### config.mk
export PLATFORM = sky130hd
export DESIGN_NAME = fdchr_host_regs
export DESIGN_NICKNAME = d
export VERILOG_FILES = /design/src/hw/fdchr_pkg.sv /design/src/hw/fdchr_host_regs.sv
export VERILOG_INCLUDE_DIRS = /design/src /design/src/hw
export SDC_FILE = /design/constraint.sdc
export NUM_CORES = 1
export LEC_CHECK = 0
export BUFFER_PORTS_ARGS = -buffer_cell sky130_fd_sc_hd__buf_2
export CORE_MARGIN = 2
export CORE_UTILIZATION = 45
export DETAILED_ROUTE_END_ITERATION = 8
export HOLD_SLACK_MARGIN = 0.03
export SYNTH_ARGS = -nofsm -noshare
export SYNTH_HDL_FRONTEND = slang
export SYNTH_SLANG_ARGS = --single-unit
### constraint.sdc
create_clock -name clk -period 5.1 [get_ports clk]
set_input_delay 0.51 -clock clk [delete_from_list [all_inputs] [get_ports clk]]
set_output_delay 0.51 -clock clk [all_outputs]
set_load 0.02 [all_outputs]
### src/hw/fdchr_regs.svh
// Register offsets, field positions, reset values and timing figures of the floppy host register block.
// Assumes an 8-bit host I/O port that presents a 3-bit byte offset from an 8-byte aligned base.
`ifndef FDCHR_REGS_SVH
`define FDCHR_REGS_SVH

// =====================================================================
// Offsets
`define FDCHR_OFF_STATUS_A 3'h0
`define FDCHR_OFF_STATUS_B 3'h1
`define FDCHR_OFF_DIG_OUT 3'h2
`define FDCHR_OFF_TAPE_SEL 3'h3
`define FDCHR_OFF_MAIN_RATE 3'h4
`define FDCHR_OFF_FIFO 3'h5
`define FDCHR_OFF_DIG_IN_CFG 3'h7

// =====================================================================
// Fields and reset values
`define FDCHR_DOR_SEL_HI 1
`define FDCHR_DOR_SEL_LO 0
`define FDCHR_DOR_RESET_N 2
`define FDCHR_DOR_DMA_EN 3
`define FDCHR_DOR_MTR0 4
`define FDCHR_DOR_MOTOR_ON_B 5
`define FDCHR_DSR_SW_RESET 7
`define FDCHR_CMD_MFM 6
`define FDCHR_DOR_RST 8'h00
`define FDCHR_TDR_RST 4'h0
`define FDCHR_RATE_RST 2'h0
`define FDCHR_MISC_RST 4'h0
`define FDCHR_TDR_ENH_FILL 4'hf
`define FDCHR_UNMAPPED_READ 8'hff
`define FDCHR_RATE_HIGH_DENS 2'h0
`define FDCHR_RATE_ONE_MEG 2'h3

// =====================================================================
// Command opcodes and status values
`define FDCHR_OP_SPECIFY 5'h03
`define FDCHR_OP_WRITE 5'h05
`define FDCHR_OP_READ 5'h06
`define FDCHR_OP_RECAL 5'h07
`define FDCHR_OP_SENSE 5'h08
`define FDCHR_OP_SEEK 5'h0f
`define FDCHR_ST0_INVALID 8'h80
`define FDCHR_ST0_SEEK_END 8'h20
`define FDCHR_SECTOR_ONE 8'h01
`define FDCHR_SIZE_512 8'h02

// =====================================================================
// Timing
`define FDCHR_CLK_NS 40
`define FDCHR_STEP_NS 4000
`define FDCHR_EXEC_NS 2000

`endif

### src/hw/fdchr_pkg.sv
// Types shared by the floppy host register block.
// Assumes the constants header is compiled alongside.
`default_nettype none

package fdchr_pkg;

    // =====================================================================
    // Sequencer phases
    typedef enum logic [1:0] {
        FDCHR_IDLE,
        FDCHR_CMD,
        FDCHR_EXEC,
        FDCHR_RESULT
    } fdchr_state_e;

    // =====================================================================
    // Drive-side pin groups: inputs at raw pin level, outputs active high
    typedef struct packed {
        logic index_pin;
        logic trk0_pin;
        logic wp_pin;
        logic rdata_pin;
        logic disk_changed_pin;
    } fdchr_pins_s;

    typedef struct packed {
        logic drive_sel_a;
        logic motor_on_a;
        logic rate_out_lo;
        logic step;
        logic dir;
        logic head_sel;
        logic write_gate;
        logic mfm;
    } fdchr_drive_s;

endpackage

`default_nettype wire

### src/hw/fdchr_host_regs.sv
// Host register file and small command sequencer of a floppy disk controller.
// Assumes a same-clock byte I/O port (address, read and write strobes) and raw drive pins from outside.
`include "fdchr_regs.svh"
`default_nettype none

// Notes on behaviour
// - command byte bit 6 selects FM or MFM
// - floating drive pins read back as one
// - no media sense inputs, no dependence
// - only drive 0, motor 0, low rate driven
// - offsets 0 to 7, offset 6 empty
// - offsets 4 and 7 split read/write
// - other fields identical in both system modes
// - status A/B, extended input only extended
// - legacy input register: only disk change
// - write-only bits read back zero
// - thirteen of seventeen drive signals supported
module fdchr_host_regs (
    input wire logic clk,
    input wire logic srst,
    input wire logic [2:0] io_addr,
    input wire logic io_rd,
    input wire logic io_wr,
    input wire logic [7:0] io_wdata,
    input wire logic extended_system_mode,
    input wire logic enhanced_tdr,
    input wire fdchr_pkg::fdchr_pins_s drive_pins,
    output logic [7:0] io_rdata,
    output var fdchr_pkg::fdchr_drive_s drive_out
);

    // =====================================================================
    // Timing counts
    localparam int STEP_CYC_I = (`FDCHR_STEP_NS + `FDCHR_CLK_NS - 1) / `FDCHR_CLK_NS;
    localparam int EXEC_CYC_I = (`FDCHR_EXEC_NS + `FDCHR_CLK_NS - 1) / `FDCHR_CLK_NS;
    localparam logic [7:0] STEP_CYC = 8'(STEP_CYC_I);
    localparam logic [7:0] EXEC_CYC = 8'(EXEC_CYC_I);

    // =====================================================================
    // Pin synchronisers
    // Only the second stage is read; the pins are asynchronous to clk.
    fdchr_pkg::fdchr_pins_s pins_s1_reg;
    fdchr_pkg::fdchr_pins_s pins_reg;

    always_ff @(posedge clk) begin
        pins_s1_reg <= drive_pins;
        pins_reg <= pins_s1_reg;
    end

    // =====================================================================
    // Host access decode
    logic wr_dor, wr_tdr, wr_dsr, wr_ccr, wr_fifo, rd_fifo;
    assign wr_dor = io_wr && io_addr == `FDCHR_OFF_DIG_OUT;
    assign wr_tdr = io_wr && io_addr == `FDCHR_OFF_TAPE_SEL;
    assign wr_dsr = io_wr && io_addr == `FDCHR_OFF_MAIN_RATE;
    assign wr_ccr = io_wr && io_addr == `FDCHR_OFF_DIG_IN_CFG;
    assign wr_fifo = io_wr && io_addr == `FDCHR_OFF_FIFO;
    assign rd_fifo = io_rd && io_addr == `FDCHR_OFF_FIFO;

    // =====================================================================
    // Host-written registers
    logic [7:0] dor_reg;
    logic [3:0] tdr_reg;
    logic [1:0] rate_reg;

    always_ff @(posedge clk) begin
        if (srst) begin
            dor_reg <= `FDCHR_DOR_RST;
        end else if (wr_dor) begin
            dor_reg <= io_wdata;
        end
    end

    // The exchange bits only exist in the enhanced layout; bits 7:4 are not stored.
    always_ff @(posedge clk) begin
        if (srst) begin
            tdr_reg <= `FDCHR_TDR_RST;
        end else if (wr_tdr) begin
            tdr_reg <= enhanced_tdr ? io_wdata[3:0] : {2'h0, io_wdata[1:0]};
        end
    end

    // Both the rate-select and the configuration writes steer one shared rate field.
    always_ff @(posedge clk) begin
        if (srst) begin
            rate_reg <= `FDCHR_RATE_RST;
        end else if (wr_dsr) begin
            // Precompensation and low-power settings are accepted but not kept, since nothing here uses them.
            rate_reg <= io_wdata[1:0];
        end else if (wr_ccr) begin
            rate_reg <= io_wdata[1:0];
        end
    end

    // The sequencer stays in reset while the controller reset bit is low or a software reset is written.
    logic seq_rst;
    assign seq_rst = srst || !dor_reg[`FDCHR_DOR_RESET_N] || (wr_dsr && io_wdata[`FDCHR_DSR_SW_RESET]);

    // =====================================================================
    // Command tables
    function automatic logic [3:0] cmd_len(input logic [4:0] op);
        unique case (op)
            `FDCHR_OP_READ, `FDCHR_OP_WRITE: cmd_len = 4'h9;
            `FDCHR_OP_SEEK, `FDCHR_OP_SPECIFY: cmd_len = 4'h3;
            `FDCHR_OP_RECAL: cmd_len = 4'h2;
            default: cmd_len = 4'h1;
        endcase
    endfunction

    function automatic logic [3:0] res_len(input logic [4:0] op);
        unique case (op)
            `FDCHR_OP_READ, `FDCHR_OP_WRITE: res_len = 4'h7;
            `FDCHR_OP_SEEK, `FDCHR_OP_SPECIFY, `FDCHR_OP_RECAL: res_len = 4'h0;
            `FDCHR_OP_SENSE: res_len = 4'h2;
            default: res_len = 4'h1;
        endcase
    endfunction

    // =====================================================================
    // Command sequencer
    fdchr_pkg::fdchr_state_e state_reg;
    logic [4:0] op_reg;
    logic [7:0] hd_reg;
    logic [7:0] cyl_reg;
    logic [3:0] cnt_reg;
    logic [3:0] res_idx_reg;
    logic [7:0] st0_reg;
    logic [7:0] trk_reg;
    logic [7:0] tmr_reg;
    logic mfm_reg;
    logic step_reg;
    logic dir_reg;
    logic irq_reg;
    logic exec_done;
    logic is_seek;

    assign is_seek = op_reg == `FDCHR_OP_SEEK || op_reg == `FDCHR_OP_RECAL;
    // Recalibrate ends at the track-zero pin; the pin is active low.
    assign exec_done = is_seek ? (op_reg == `FDCHR_OP_RECAL ? !pins_reg.trk0_pin : trk_reg == cyl_reg)
                               : tmr_reg == 8'h00;

    always_ff @(posedge clk) begin
        if (seq_rst) begin
            state_reg <= fdchr_pkg::FDCHR_IDLE;
            op_reg <= 5'h00;
            hd_reg <= 8'h00;
            cyl_reg <= 8'h00;
            cnt_reg <= 4'h0;
            res_idx_reg <= 4'h0;
            st0_reg <= 8'h00;
            tmr_reg <= 8'h00;
            step_reg <= 1'b0;
            dir_reg <= 1'b0;
        end else begin
            step_reg <= 1'b0;
            unique case (state_reg)
                fdchr_pkg::FDCHR_IDLE: begin
                    if (wr_fifo) begin
                        op_reg <= io_wdata[4:0];
                        cnt_reg <= 4'h1;
                        tmr_reg <= EXEC_CYC;
                        if (io_wdata[4:0] == `FDCHR_OP_SENSE) begin
                            // The pending flag clears on this edge, so its verdict is frozen into the status now.
                            if (!irq_reg) begin
                                st0_reg <= `FDCHR_ST0_INVALID;
                            end
                            res_idx_reg <= 4'h0;
                            state_reg <= fdchr_pkg::FDCHR_RESULT;
                        end else if (cmd_len(io_wdata[4:0]) == 4'h1) begin
                            st0_reg <= `FDCHR_ST0_INVALID;
                            res_idx_reg <= 4'h0;
                            state_reg <= fdchr_pkg::FDCHR_RESULT;
                        end else begin
                            state_reg <= fdchr_pkg::FDCHR_CMD;
                        end
                    end
                end
                fdchr_pkg::FDCHR_CMD: begin
                    if (wr_fifo) begin
                        if (cnt_reg == 4'h1) begin
                            hd_reg <= io_wdata;
                        end
                        if (cnt_reg == 4'h2) begin
                            cyl_reg <= io_wdata;
                        end
                        cnt_reg <= cnt_reg + 4'h1;
                        if (cnt_reg + 4'h1 == cmd_len(op_reg)) begin
                            state_reg <= fdchr_pkg::FDCHR_EXEC;
                            tmr_reg <= op_reg == `FDCHR_OP_SEEK || op_reg == `FDCHR_OP_RECAL ? 8'h00 : EXEC_CYC;
                        end
                    end
                end
                fdchr_pkg::FDCHR_EXEC: begin
                    if (exec_done) begin
                        st0_reg <= is_seek ? (`FDCHR_ST0_SEEK_END | {5'h00, hd_reg[2:0]}) : {5'h00, hd_reg[2:0]};
                        res_idx_reg <= 4'h0;
                        state_reg <= res_len(op_reg) == 4'h0 ? fdchr_pkg::FDCHR_IDLE : fdchr_pkg::FDCHR_RESULT;
                    end else if (is_seek && tmr_reg == 8'h00) begin
                        // One step pulse per step period, direction toward the target.
                        step_reg <= 1'b1;
                        dir_reg <= op_reg == `FDCHR_OP_SEEK && cyl_reg > trk_reg;
                        tmr_reg <= STEP_CYC - 8'h01;
                    end else begin
                        tmr_reg <= tmr_reg - 8'h01;
                    end
                end
                fdchr_pkg::FDCHR_RESULT: begin
                    if (rd_fifo) begin
                        res_idx_reg <= res_idx_reg + 4'h1;
                        if (res_idx_reg + 4'h1 == res_len(op_reg)) begin
                            state_reg <= fdchr_pkg::FDCHR_IDLE;
                        end
                    end
                end
            endcase
        end
    end

    // The recording method is latched from the first command byte.
    always_ff @(posedge clk) begin
        if (srst) begin
            mfm_reg <= 1'b0;
        end else if (wr_fifo && state_reg == fdchr_pkg::FDCHR_IDLE) begin
            mfm_reg <= io_wdata[`FDCHR_CMD_MFM];
        end
    end

    // Head position survives a controller reset; only a full reset or a completed recalibrate clears it.
    always_ff @(posedge clk) begin
        if (srst) begin
            trk_reg <= 8'h00;
        end else if (state_reg == fdchr_pkg::FDCHR_EXEC && is_seek && exec_done) begin
            trk_reg <= op_reg == `FDCHR_OP_RECAL ? 8'h00 : trk_reg;
        end else if (step_reg) begin
            trk_reg <= dir_reg ? trk_reg + 8'h01 : trk_reg - 8'h01;
        end
    end

    // Pending interrupt: a completion sets it and a sense command clears it; the set wins.
    always_ff @(posedge clk) begin
        if (seq_rst) begin
            irq_reg <= 1'b0;
        end else if (state_reg == fdchr_pkg::FDCHR_EXEC && exec_done) begin
            irq_reg <= 1'b1;
        end else if (wr_fifo && state_reg == fdchr_pkg::FDCHR_IDLE && io_wdata[4:0] == `FDCHR_OP_SENSE) begin
            irq_reg <= 1'b0;
        end
    end

    // =====================================================================
    // Read-back values
    logic request_for_master, dio;
    logic [7:0] main_status, result_byte, status_a, status_b, dig_in;

    assign request_for_master = !seq_rst && state_reg != fdchr_pkg::FDCHR_EXEC;
    assign dio = state_reg == fdchr_pkg::FDCHR_RESULT;
    assign main_status = {request_for_master, dio, state_reg == fdchr_pkg::FDCHR_EXEC && !dor_reg[`FDCHR_DOR_DMA_EN],
                          state_reg != fdchr_pkg::FDCHR_IDLE, 3'h0,
                          state_reg == fdchr_pkg::FDCHR_EXEC && is_seek};

    always_comb begin
        unique case (res_idx_reg)
            4'h0: result_byte = st0_reg;
            4'h1: result_byte = op_reg == `FDCHR_OP_SENSE ? trk_reg : 8'h00;
            4'h3: result_byte = cyl_reg;
            4'h4: result_byte = {7'h00, hd_reg[2]};
            4'h5: result_byte = `FDCHR_SECTOR_ONE;
            4'h6: result_byte = `FDCHR_SIZE_512;
            default: result_byte = 8'h00;
        endcase
    end

    // Pin-level bits are shown raw, so an undriven (pulled-up) pin reads as one.
    assign status_a = {irq_reg, 1'b0, drive_out.step, pins_reg.trk0_pin, drive_out.head_sel,
                       pins_reg.index_pin, pins_reg.wp_pin, drive_out.dir};
    // The second motor bit only reflects the stored control bit; no pin is driven from it.
    assign status_b = {2'h0, dor_reg[`FDCHR_DOR_SEL_HI:`FDCHR_DOR_SEL_LO] == 2'h0, 1'b0,
                       pins_reg.rdata_pin, drive_out.write_gate, dor_reg[`FDCHR_DOR_MOTOR_ON_B],
                       dor_reg[`FDCHR_DOR_MTR0]};
    assign dig_in = extended_system_mode ?
                    {pins_reg.disk_changed_pin, 4'h0, rate_reg,
                     !(rate_reg == `FDCHR_RATE_HIGH_DENS || rate_reg == `FDCHR_RATE_ONE_MEG)}
                    : {pins_reg.disk_changed_pin, 7'h00};

    // Reads answer one cycle after the strobe; write-only registers are never returned.
    always_ff @(posedge clk) begin
        if (srst || !io_rd) begin
            io_rdata <= 8'h00;
        end else begin
            unique case (io_addr)
                `FDCHR_OFF_STATUS_A: io_rdata <= extended_system_mode ? status_a : `FDCHR_UNMAPPED_READ;
                `FDCHR_OFF_STATUS_B: io_rdata <= extended_system_mode ? status_b : `FDCHR_UNMAPPED_READ;
                `FDCHR_OFF_DIG_OUT: io_rdata <= dor_reg;
                `FDCHR_OFF_TAPE_SEL: io_rdata <= enhanced_tdr ? {`FDCHR_TDR_ENH_FILL, tdr_reg} : {4'h0, tdr_reg};
                `FDCHR_OFF_MAIN_RATE: io_rdata <= main_status;
                `FDCHR_OFF_FIFO: io_rdata <= dio ? result_byte : 8'h00;
                `FDCHR_OFF_DIG_IN_CFG: io_rdata <= dig_in;
                default: io_rdata <= `FDCHR_UNMAPPED_READ;
            endcase
        end
    end

    // =====================================================================
    // Drive outputs
    // No second select, second motor or high rate pin exists, and nothing reads media sense.
    always_ff @(posedge clk) begin
        if (seq_rst) begin
            drive_out <= '0;
        end else begin
            drive_out.drive_sel_a <= dor_reg[`FDCHR_DOR_SEL_HI:`FDCHR_DOR_SEL_LO] == 2'h0;
            drive_out.motor_on_a <= dor_reg[`FDCHR_DOR_MTR0];
            drive_out.rate_out_lo <= rate_reg[0];
            drive_out.step <= step_reg;
            drive_out.dir <= dir_reg;
            drive_out.head_sel <= hd_reg[2];
            drive_out.write_gate <= state_reg == fdchr_pkg::FDCHR_EXEC && op_reg == `FDCHR_OP_WRITE;
            drive_out.mfm <= mfm_reg;
        end
    end

endmodule

`default_nettype wire

==> impl_metrics.toml, run 1 <==
[timing]
setup-tns-final_ns = 0
fin_crit_sh = 0.539
fin_skew_ns = 0.00983
finalSetupViolCount = 0
finalHoldViolations = 0
grt_setup_unrepaired = "false"
post-route-min-period_ns = 2.75
tightest_slew_ns = 0.917
max_freq_mhz = 364
max_slew_margin = 0.387
drv_slew = 0

[synthesis]
synth.distinct_cells = 65
synth_top_area_frac = 0.370
synth-edff-count = 0
synth.area.top_cells = "dfxtp_1 (37%), ha_1 (6.6%), a21oi_1 (5.9%), nor2_1 (5.0%), nand2_1 (4.9%)"
synthAdderAreaFrac = 0.0722
synthesis.area_um2 = 4920
synth_xor_area_frac = 0.0323
yosysWarnings = 0
yosys.area.top_type = "dfxtp_1"
ys_ff_latch = 91
synth_top_family_by_area = "simple AND/OR/NAND/NOR gates"
synth_mux_area_frac = 0.0475
ys.flop_type = "dfxtp_1"
synthSimpleGateAreaFrac = 0.234
yosysSeqAreaShare = 0.370
syn_inst = 607
synth_compound_area_frac = 0.193
syn_area_per_cell_um2 = 8.11
synthesis.nets = 656
synthArstFlopShare = 0

[route]
routedWlPerCell_um = 17.6
drt-pass1-iter-count = 5
routed_wl_um = 13500
drtAntennaViolNets = 0
vias_per_cell = 5.81
num_vias = 4453
drt-initial-drc-count = 417
drc = 0

[worst_setup_path]
crit_cells = 7
cpLargestDelayFamily = "simple AND/OR/NAND/NOR gates"
crit_buf_inv = 0
critPathArrivalTime_ns = 3.07
cp.required_ns = 5.42
cp-end-kind = "flip-flop"
worst-r2r-cell-count = 7
slowest_stage = "nor2_1"
cp-start-kind = "flip-flop"
crit_path_frequent_cell = "nor2_1"
cp_cell_sequence = "or3b_4 > nor2_2 > mux2_2 > o21a_1 > nor2_1 > a22oi_1 > nor2_1"
path_max_fanout = 8
critPathKind = "flip-flop to flip-flop"
max_stage_delay_ns = 0.53

[floorplanning]
dieHeight_um = 109
ios = 38
start_util = 0.458
dieArea_um2 = 11800
rows = 38
die_x_um = 109
core_um2 = 10700

[placed_design]
gp_routability_congestion = 0.879
hpwl_um = 9980
io_buffer_count = 37
post_dp_cell_area_um2 = 5160

[flow_run]
maxCapViolations = 0

[finish]
drive_gt1_frac = 0.112
final_cell_area_um2 = 5350
layout_common_cells = "dfxtp_1 (91), nor2_1 (66), nand2_1 (64)"
syn_to_final_growth_pct = 8.64
num-nets-final = 671
diodes = 0
final_common_cell = "dfxtp_1"
fillers = 1085

[min_path]
hold_path.class = "input pin to flip-flop"
worstHoldPathCells = 1

[cts]
cts_resized = 0
htreeDepth = 3
clkTransAtPathRegs_ns = 0.09
cts_root_buf = "clkbuf_8"
clock_insertion_delay_worst_skew_ns = 0.39
ctsHoldBuffers = 0
cts_buffers = 9
cts_tree = "yes"
cts_setup_buffers = 0
cts_buffer_depth = 2
clock-sinks = 91

[global_route]
grt_util_all_layers = 0.238
grt_pass1_wl_um = 21300
grt_pass1_vias = 4108
grt_max_degree = 27
antenna_found_initial = 0
grt_overflow_total = 0

[power]
vdd_ir_drop_max_mv = 0.151
p_per_area_nw_per_um2 = 240
p_leak_nw = 2.05

[outcome]
outcome = "complete, no violations"
## synth_stat cells, types with 10 or more instances
| cell | number |
|---|---|
| nand3_1 | 24 |
| nor3_1 | 13 |
| nand2b_1 | 11 |
| clkbuf_1 | 28 |
| nand2_1 | 64 |
| a21oi_1 | 58 |
| dfxtp_1 | 91 |
| o21ai_0 | 23 |
| nor2_1 | 66 |
| and3_1 | 10 |
| inv_1 | 29 |
| ha_1 | 26 |
| mux2i_1 | 20 |
| xnor2_1 | 11 |
## logic make-up after synthesis
kind of cell | Yosys count
AND/OR/NAND/NOR | 238
AO/OA/AOI/OAI | 147
flip-flops | 91
buffers and inverters | 64
adder cells (fa/ha/maj) | 28
multiplexers | 23
XOR/XNOR | 16
## layer usage
metal  up-vias  track usage  wire, um
met5         -            0         0
met2       147        0.381      6130
met3        28       0.0307       710
met1      2101        0.326      6340
met4         0       0.0897       292
li1       2177            -         -
## power breakdown
group          internal (mW)  switching [mW]  leakage, nW
Clock                  0.195           0.284       0.0926
Sequential             0.720         0.00480        0.738
Combinational         0.0272          0.0537         1.22
## through the flow
| stage | total power, mW | setup slack [ns] | instances | hold slack [ns] | utilization |
|---|---|---|---|---|---|
| floorplan | 0.792 | 2.64 | 607 | 0.310 | - |
| global placement | 0.820 | 2.36 | 751 | 0.310 | 0.480 |
| detailed placement | 0.821 | 2.20 | 751 | 0.314 | 0.480 |
| CTS | 1.29 | 2.38 | 767 | 0.219 | 0.498 |
| global route | 1.33 | 2.12 | 767 | 0.222 | 0.498 |
| finish | 1.28 | 2.35 | 767 | 0.224 | 0.498 |
## final timing paths
path                       start        endpoint  slack [ns]
setup reg to reg       op_reg[2]      trk_reg[4]        2.35
hold / removal     drive_pins[2]  pins_s1_reg[2]        0.22
hold reg to reg   pins_s1_reg[4]     pins_reg[4]        0.33
setup / recovery       op_reg[2]      trk_reg[4]        2.35
## final cells by class
class                           count  area [um2]  area share
Clock buffer                       10         138      0.0257
Clock inverter                      6        51.3     0.00960
Inverter                           29         109      0.0204
Multi-Input combinational cell    452        2850       0.533
Sequential cell                    91        1820       0.341
Tap cell                          140         175      0.0328
Timing Repair Buffer               39         200      0.0374
(Power assumes the default switching activity.)
==> run 2, diff against run 1 <==
PLACE_DENSITY = 0.65   (was not set)
clock period = 2.5 ns   (was 5.1 ns; I/O delays follow)
==> run 2 against run 1 <==
Net effect:
- via count increased by 3.5%
- global-route usage increased by 0.72 points
- setup slack got worse by 2.3 ns
- die area unchanged
- total power increased by 100%
- sequential power increased by 100%
- clock power increased by 93%
- largest power group unchanged
==> impl_metrics.toml, run 2 (synthesized netlist as in run 1, its figures left out) <==
[outcome]
outcome = "complete, no violations"

[worst_setup_path]
path_max_fanout = 4
cp-start-kind = "flip-flop"
critPathKind = "flip-flop to flip-flop"
cp.required_ns = 2.77
critPathArrivalTime_ns = 2.70
cp-end-kind = "flip-flop"
reg2reg_slack_ns = 0.07

[global_route]
antenna_found_initial = 0
grt_util_all_layers = 0.245
grt_overflow_total = 0
grt_pass1_wl_um = 22200
grt_max_degree = 28
grt_pass1_vias = 4328

[placed_design]
post_dp_cell_area_um2 = 5390
io_buffer_count = 37
hpwl_um = 10400
gp_routability_congestion = 0.914
dpl_worst_slack_ns = 0.0490
dp.cells = 782

[floorplanning]
die_x_um = 109
core_um2 = 10700
start_util = 0.458
dieHeight_um = 109
dieArea_um2 = 11800
ios = 38
rows = 38

[cts]
cts_buffer_depth = 2
cts_root_buf = "clkbuf_8"
cts_tree = "yes"
clock_insertion_delay_worst_skew_ns = 0.37
clkTransAtPathRegs_ns = 0.10
htreeDepth = 3
cts_buffers = 9
clock-sinks = 91

[finish]
final_common_cell = "dfxtp_1"
drive_gt1_frac = 0.161
fillers = 1026
stdcell_count = 804
diodes = 0
num-nets-final = 708
final_cell_area_um2 = 5640
layout_common_cells = "dfxtp_1 (89), nor2_1 (66), nand2_1 (64)"
syn_to_final_growth_pct = 14.6
postLayoutCoreUtil = 0.525

[timing]
finalHoldViolations = 0
setup-tns-final_ns = 0
max_slew_margin = 0.535
drv_slew = 0
finalSetupViolCount = 0
fin_ws_ns = 0.0710
max_freq_mhz = 412
post-route-min-period_ns = 2.43
timing.hold.ws_ns = 0.143
tightest_slew_ns = 0.690
grt_setup_unrepaired = "true"
fin_skew_ns = 0.0106
fin_crit_sh = 0.972

[route]
routed_wl_um = 13800
drtAntennaViolNets = 0
num_vias = 4609
drt-pass1-iter-count = 6
routedWlPerCell_um = 17.2
drt-initial-drc-count = 289
drc = 0
vias_per_cell = 5.73

[min_path]
hold_path.class = "input pin to flip-flop"

[power]
vdd_ir_drop_max_mv = 0.207
total_power_mw = 2.59
p_leak_nw = 2.23
p_per_area_nw_per_um2 = 458

[flow_run]
maxCapViolations = 0
## run 2: critical path, cell delays in order, from the launching register on
cell and delay, ns:
dfxtp_1 0.34, inv_1 0.04, ha_1 0.30, nand4_1 0.10
or2_2 0.33, mux2_2 0.28, o211ai_1 0.26, buf_4 0.15
and3_1 0.22, nand3_1 0.11, and3_1 0.19
## run 2: area by class of cell
type / count / area (um2) / share of cell area
Inverter: 29 / 109 / 0.0193
Sequential cell: 91 / 1820 / 0.323
Timing Repair Buffer: 76 / 490 / 0.0869
Clock inverter: 7 / 51.3 / 0.00909
Multi-Input combinational cell: 452 / 2870 / 0.508
Tap cell: 140 / 175 / 0.0310
Clock buffer: 9 / 124 / 0.0220
## run 2: worst paths after layout
check	from	endpoint	depth (start not counted)
hold / removal	io_wdata[5]	dor_reg[5]	3
hold reg to reg	pins_s1_reg[0]	pins_reg[0]	0
setup / recovery	trk_reg[6]	state_reg[0]	10
setup reg to reg	trk_reg[6]	state_reg[0]	10
## run 2: metal layers
metal | vias to the layer above | track usage | share of wire
met2 | 139 | 0.393 | 0.48
met3 | 10 | 0.0446 | 0.051
met1 | 2220 | 0.336 | 0.46
met5 | - | 0 | 0
li1 | 2240 | - | -
met4 | 0 | 0.0705 | 0.011
## run 2: repair_timing
action / 4_1_cts / 5_1_grt
setup endpoints to repair: 0 / 15
gates resized for setup: 0 / 7
setup buffers: 0 / 1
hold buffers: 5 / 0
endpoints found under the hold margin: 5 / 0
## run 2: power by group
group          leakage [nW]  total [mW]  switching [mW]  internal (mW)
clock network        0.0860       0.923           0.557          0.366
registers             0.739        1.48         0.00935           1.47
logic                  1.40       0.186           0.116         0.0694
total                  2.23        2.59           0.682           1.90
==> run 3, diff against run 2 <==
ABC_AREA = 1   (was not set)
==> run 3 against run 2 <==
Net effect:
- sequential power barely moved
- via count up 1.0%
- core utilization down 0.62 points
- die area is 2.1% lower
- global-route usage shrank 0.28 points
- critical endpoint is now tmr_reg[7]
- setup slack better by 0.25 ns
==> impl_metrics.toml, run 3 <==
[power]
pwr-share-clk = 0.387
power_switching_mw = 0.703
vdd_ir_drop_max_mv = 0.407
p_leak_nw = 2.32
p_int_mw = 2.00
p_sw_frac = 0.261
combPwrFrac = 0.063
total_power_mw = 2.70
p_per_area_nw_per_um2 = 502
power_frac_seq = 0.549

[global_route]
grt_overflow_total = 0
antenna_found_initial = 0
grt_pass1_wl_um = 22000
grt_util_all_layers = 0.242
grt_pass1_vias = 4363
grt_max_degree = 22

[cts]
cts_tree = "yes"
clock_insertion_delay_worst_skew_ns = 0.37
cts_resized = 0
cts_buffer_depth = 2
htreeDepth = 3
cts_root_buf = "clkbuf_8"
clock-sinks = 91
clkTransAtPathRegs_ns = 0.10
cts_buffers = 9

[finish]
stdcell_count = 861
final_common_cell = "nand2_1"
postLayoutCoreUtil = 0.519
layout_common_cells = "nand2_1 (136), inv_1 (93), dfxtp_1 (91)"
multi_input_area_um2 = 2540
seq_area_um2 = 1820
fillers = 1054
diodes = 0
drive_gt1_frac = 0.105
num-nets-final = 769
final_cell_area_um2 = 5380
syn_to_final_growth_pct = 11.8

[worst_setup_path]
cp-end-kind = "flip-flop"
max_stage_delay_ns = 0.43
crit_path_frequent_cell = "nand2_1"
cp.required_ns = 2.76
path_max_fanout = 13
slowest_stage = "dfxtp_1"
critPathKind = "flip-flop to flip-flop"
critPathArrivalTime_ns = 2.44
cp-start-kind = "flip-flop"
cp_cell_sequence = "inv_1 > ha_1 > nand2_1 > nor2_1 > nand2_1 > nand2_1 > o211ai_1 > nand2_1 > nand2_1 > nand3_2 > inv_1 > nand2_1 > nand2_1 > a21oi_1"

[timing]
fin_crit_sh = 0.870
finalHoldViolations = 0
tightest_slew_ns = 0.657
grt_setup_unrepaired = "false"
setup-tns-final_ns = 0
max_freq_mhz = 460
fin_skew_ns = 0.0154
drv_slew = 0
post-route-min-period_ns = 2.18
timing.hold.ws_ns = 0.166
finalSetupViolCount = 0
fin_ws_ns = 0.324
max_slew_margin = 0.559

[synthesis]
synth-edff-count = 0
syn_inst = 676
yosysMostFrequentCell = "nand2_1"
synth.distinct_cells = 39
syn_area_per_cell_um2 = 7.12
ys_ff_latch = 91
synthesis.nets = 725
ys.flop_type = "dfxtp_1"
yosysSeqAreaShare = 0.378
synth_top_area_frac = 0.378
yosysWarnings = 0
synthesis.area_um2 = 4810
synthArstFlopShare = 0
yosys.area.top_type = "dfxtp_1"
netlist_top_cells_count = "nand2_1 (136), inv_1 (93), dfxtp_1 (91)"
synth.area.top_cells = "dfxtp_1 (38%), nand2_1 (11%), a21oi_1 (8.2%), inv_1 (7.3%), ha_1 (6.8%)"

[placed_design]
hpwl_um = 10200
dpl_worst_slack_ns = 0.381
gp_routability_congestion = 0.958
io_buffer_count = 37
dp.cells = 840
post_dp_cell_area_um2 = 5130

[route]
drc = 0
vias_per_cell = 5.41
routed_wl_um = 13400
num_vias = 4655
routedWlPerCell_um = 15.6
drt-pass1-iter-count = 5
drt-initial-drc-count = 481
drtAntennaViolNets = 0

[floorplanning]
ios = 38
die_x_um = 107
rows = 37
start_util = 0.464
dieHeight_um = 107
core_um2 = 10400
dieArea_um2 = 11500

[flow_run]
maxCapViolations = 0

[min_path]
hold_path.class = "input pin to flip-flop"

[outcome]
outcome = "complete, no violations"
[run 3: cell count changes in the layout (fill, tap and decap cells not counted), sizes merged, moves of 21 or more]
cell,previous run,this run
inv,31,96
a21oi,58,79
o21ai,23,55
nand3,24,55
nand2,64,138
buf,71,44
[run 3: cells by family after synthesis]
| group | share of synthesized area |
|---|---|
| adders and majority gates | 0.0717 |
| DFF | 0.378 |
| buffers and inverters | 0.0931 |
| xor gates and xnor gates | 0.0218 |
| AOI/OAI and AO/OA | 0.175 |
| and+or+nand+nor | 0.260 |
[run 3: worst max-delay path, delay by kind of cell (launching register included)]
family,cells,cell delay (ns)
buffers and inverters,2,0.29
adders and majority gates,1,0.30
DFF,1,0.43
and+or+nand+nor,9,0.93
AOI/OAI and AO/OA,2,0.14
[run 3: metal layers]
layer,GRT usage,up-vias,part of all wire
li1,-,2330,-
met1,0.339,2166,0.47
met2,0.384,147,0.46
met3,0.0430,12,0.054
met4,0.0678,0,0.012
met5,0,-,0
[run 3: power groups by stage]
stage / registers (mW) / clock network, mW / logic [mW]
4_1_cts: 1.48 / 1.05 / 0.169
5_1_grt: 1.49 / 1.12 / 0.189
2_1_floorplan: 1.52 / 0 / 0.0929
6_report: 1.48 / 1.05 / 0.171
3_3_place_gp: 1.52 / 0 / 0.160
3_5_place_dp: 1.52 / 0 / 0.162
[run 3: cell type report]
| type | instances | share of cell area |
|---|---|---|
| multi-input cells | 474 | 0.473 |
| repair buffers | 49 | 0.0535 |
| flip-flops and latches | 91 | 0.339 |
| well taps | 136 | 0.0316 |
| clock buffers | 9 | 0.0230 |
| clock inverters | 7 | 0.0142 |
| inverters | 95 | 0.0663 |
[run 3: what timing repair did]
item	in CTS	in global routing
setup buffers	0	0
hold buffers	5	0
endpoints found under the hold margin	5	0
[run 3: worst paths after layout]
check,from,to,slack [ns],depth (start not counted)
max,trk_reg[1],tmr_reg[7],0.32,14
min,io_wdata[5],cyl_reg[5],0.17,3
max reg2reg,trk_reg[1],tmr_reg[7],0.32,14
min reg2reg,pins_s1_reg[3],pins_reg[3],0.34,0
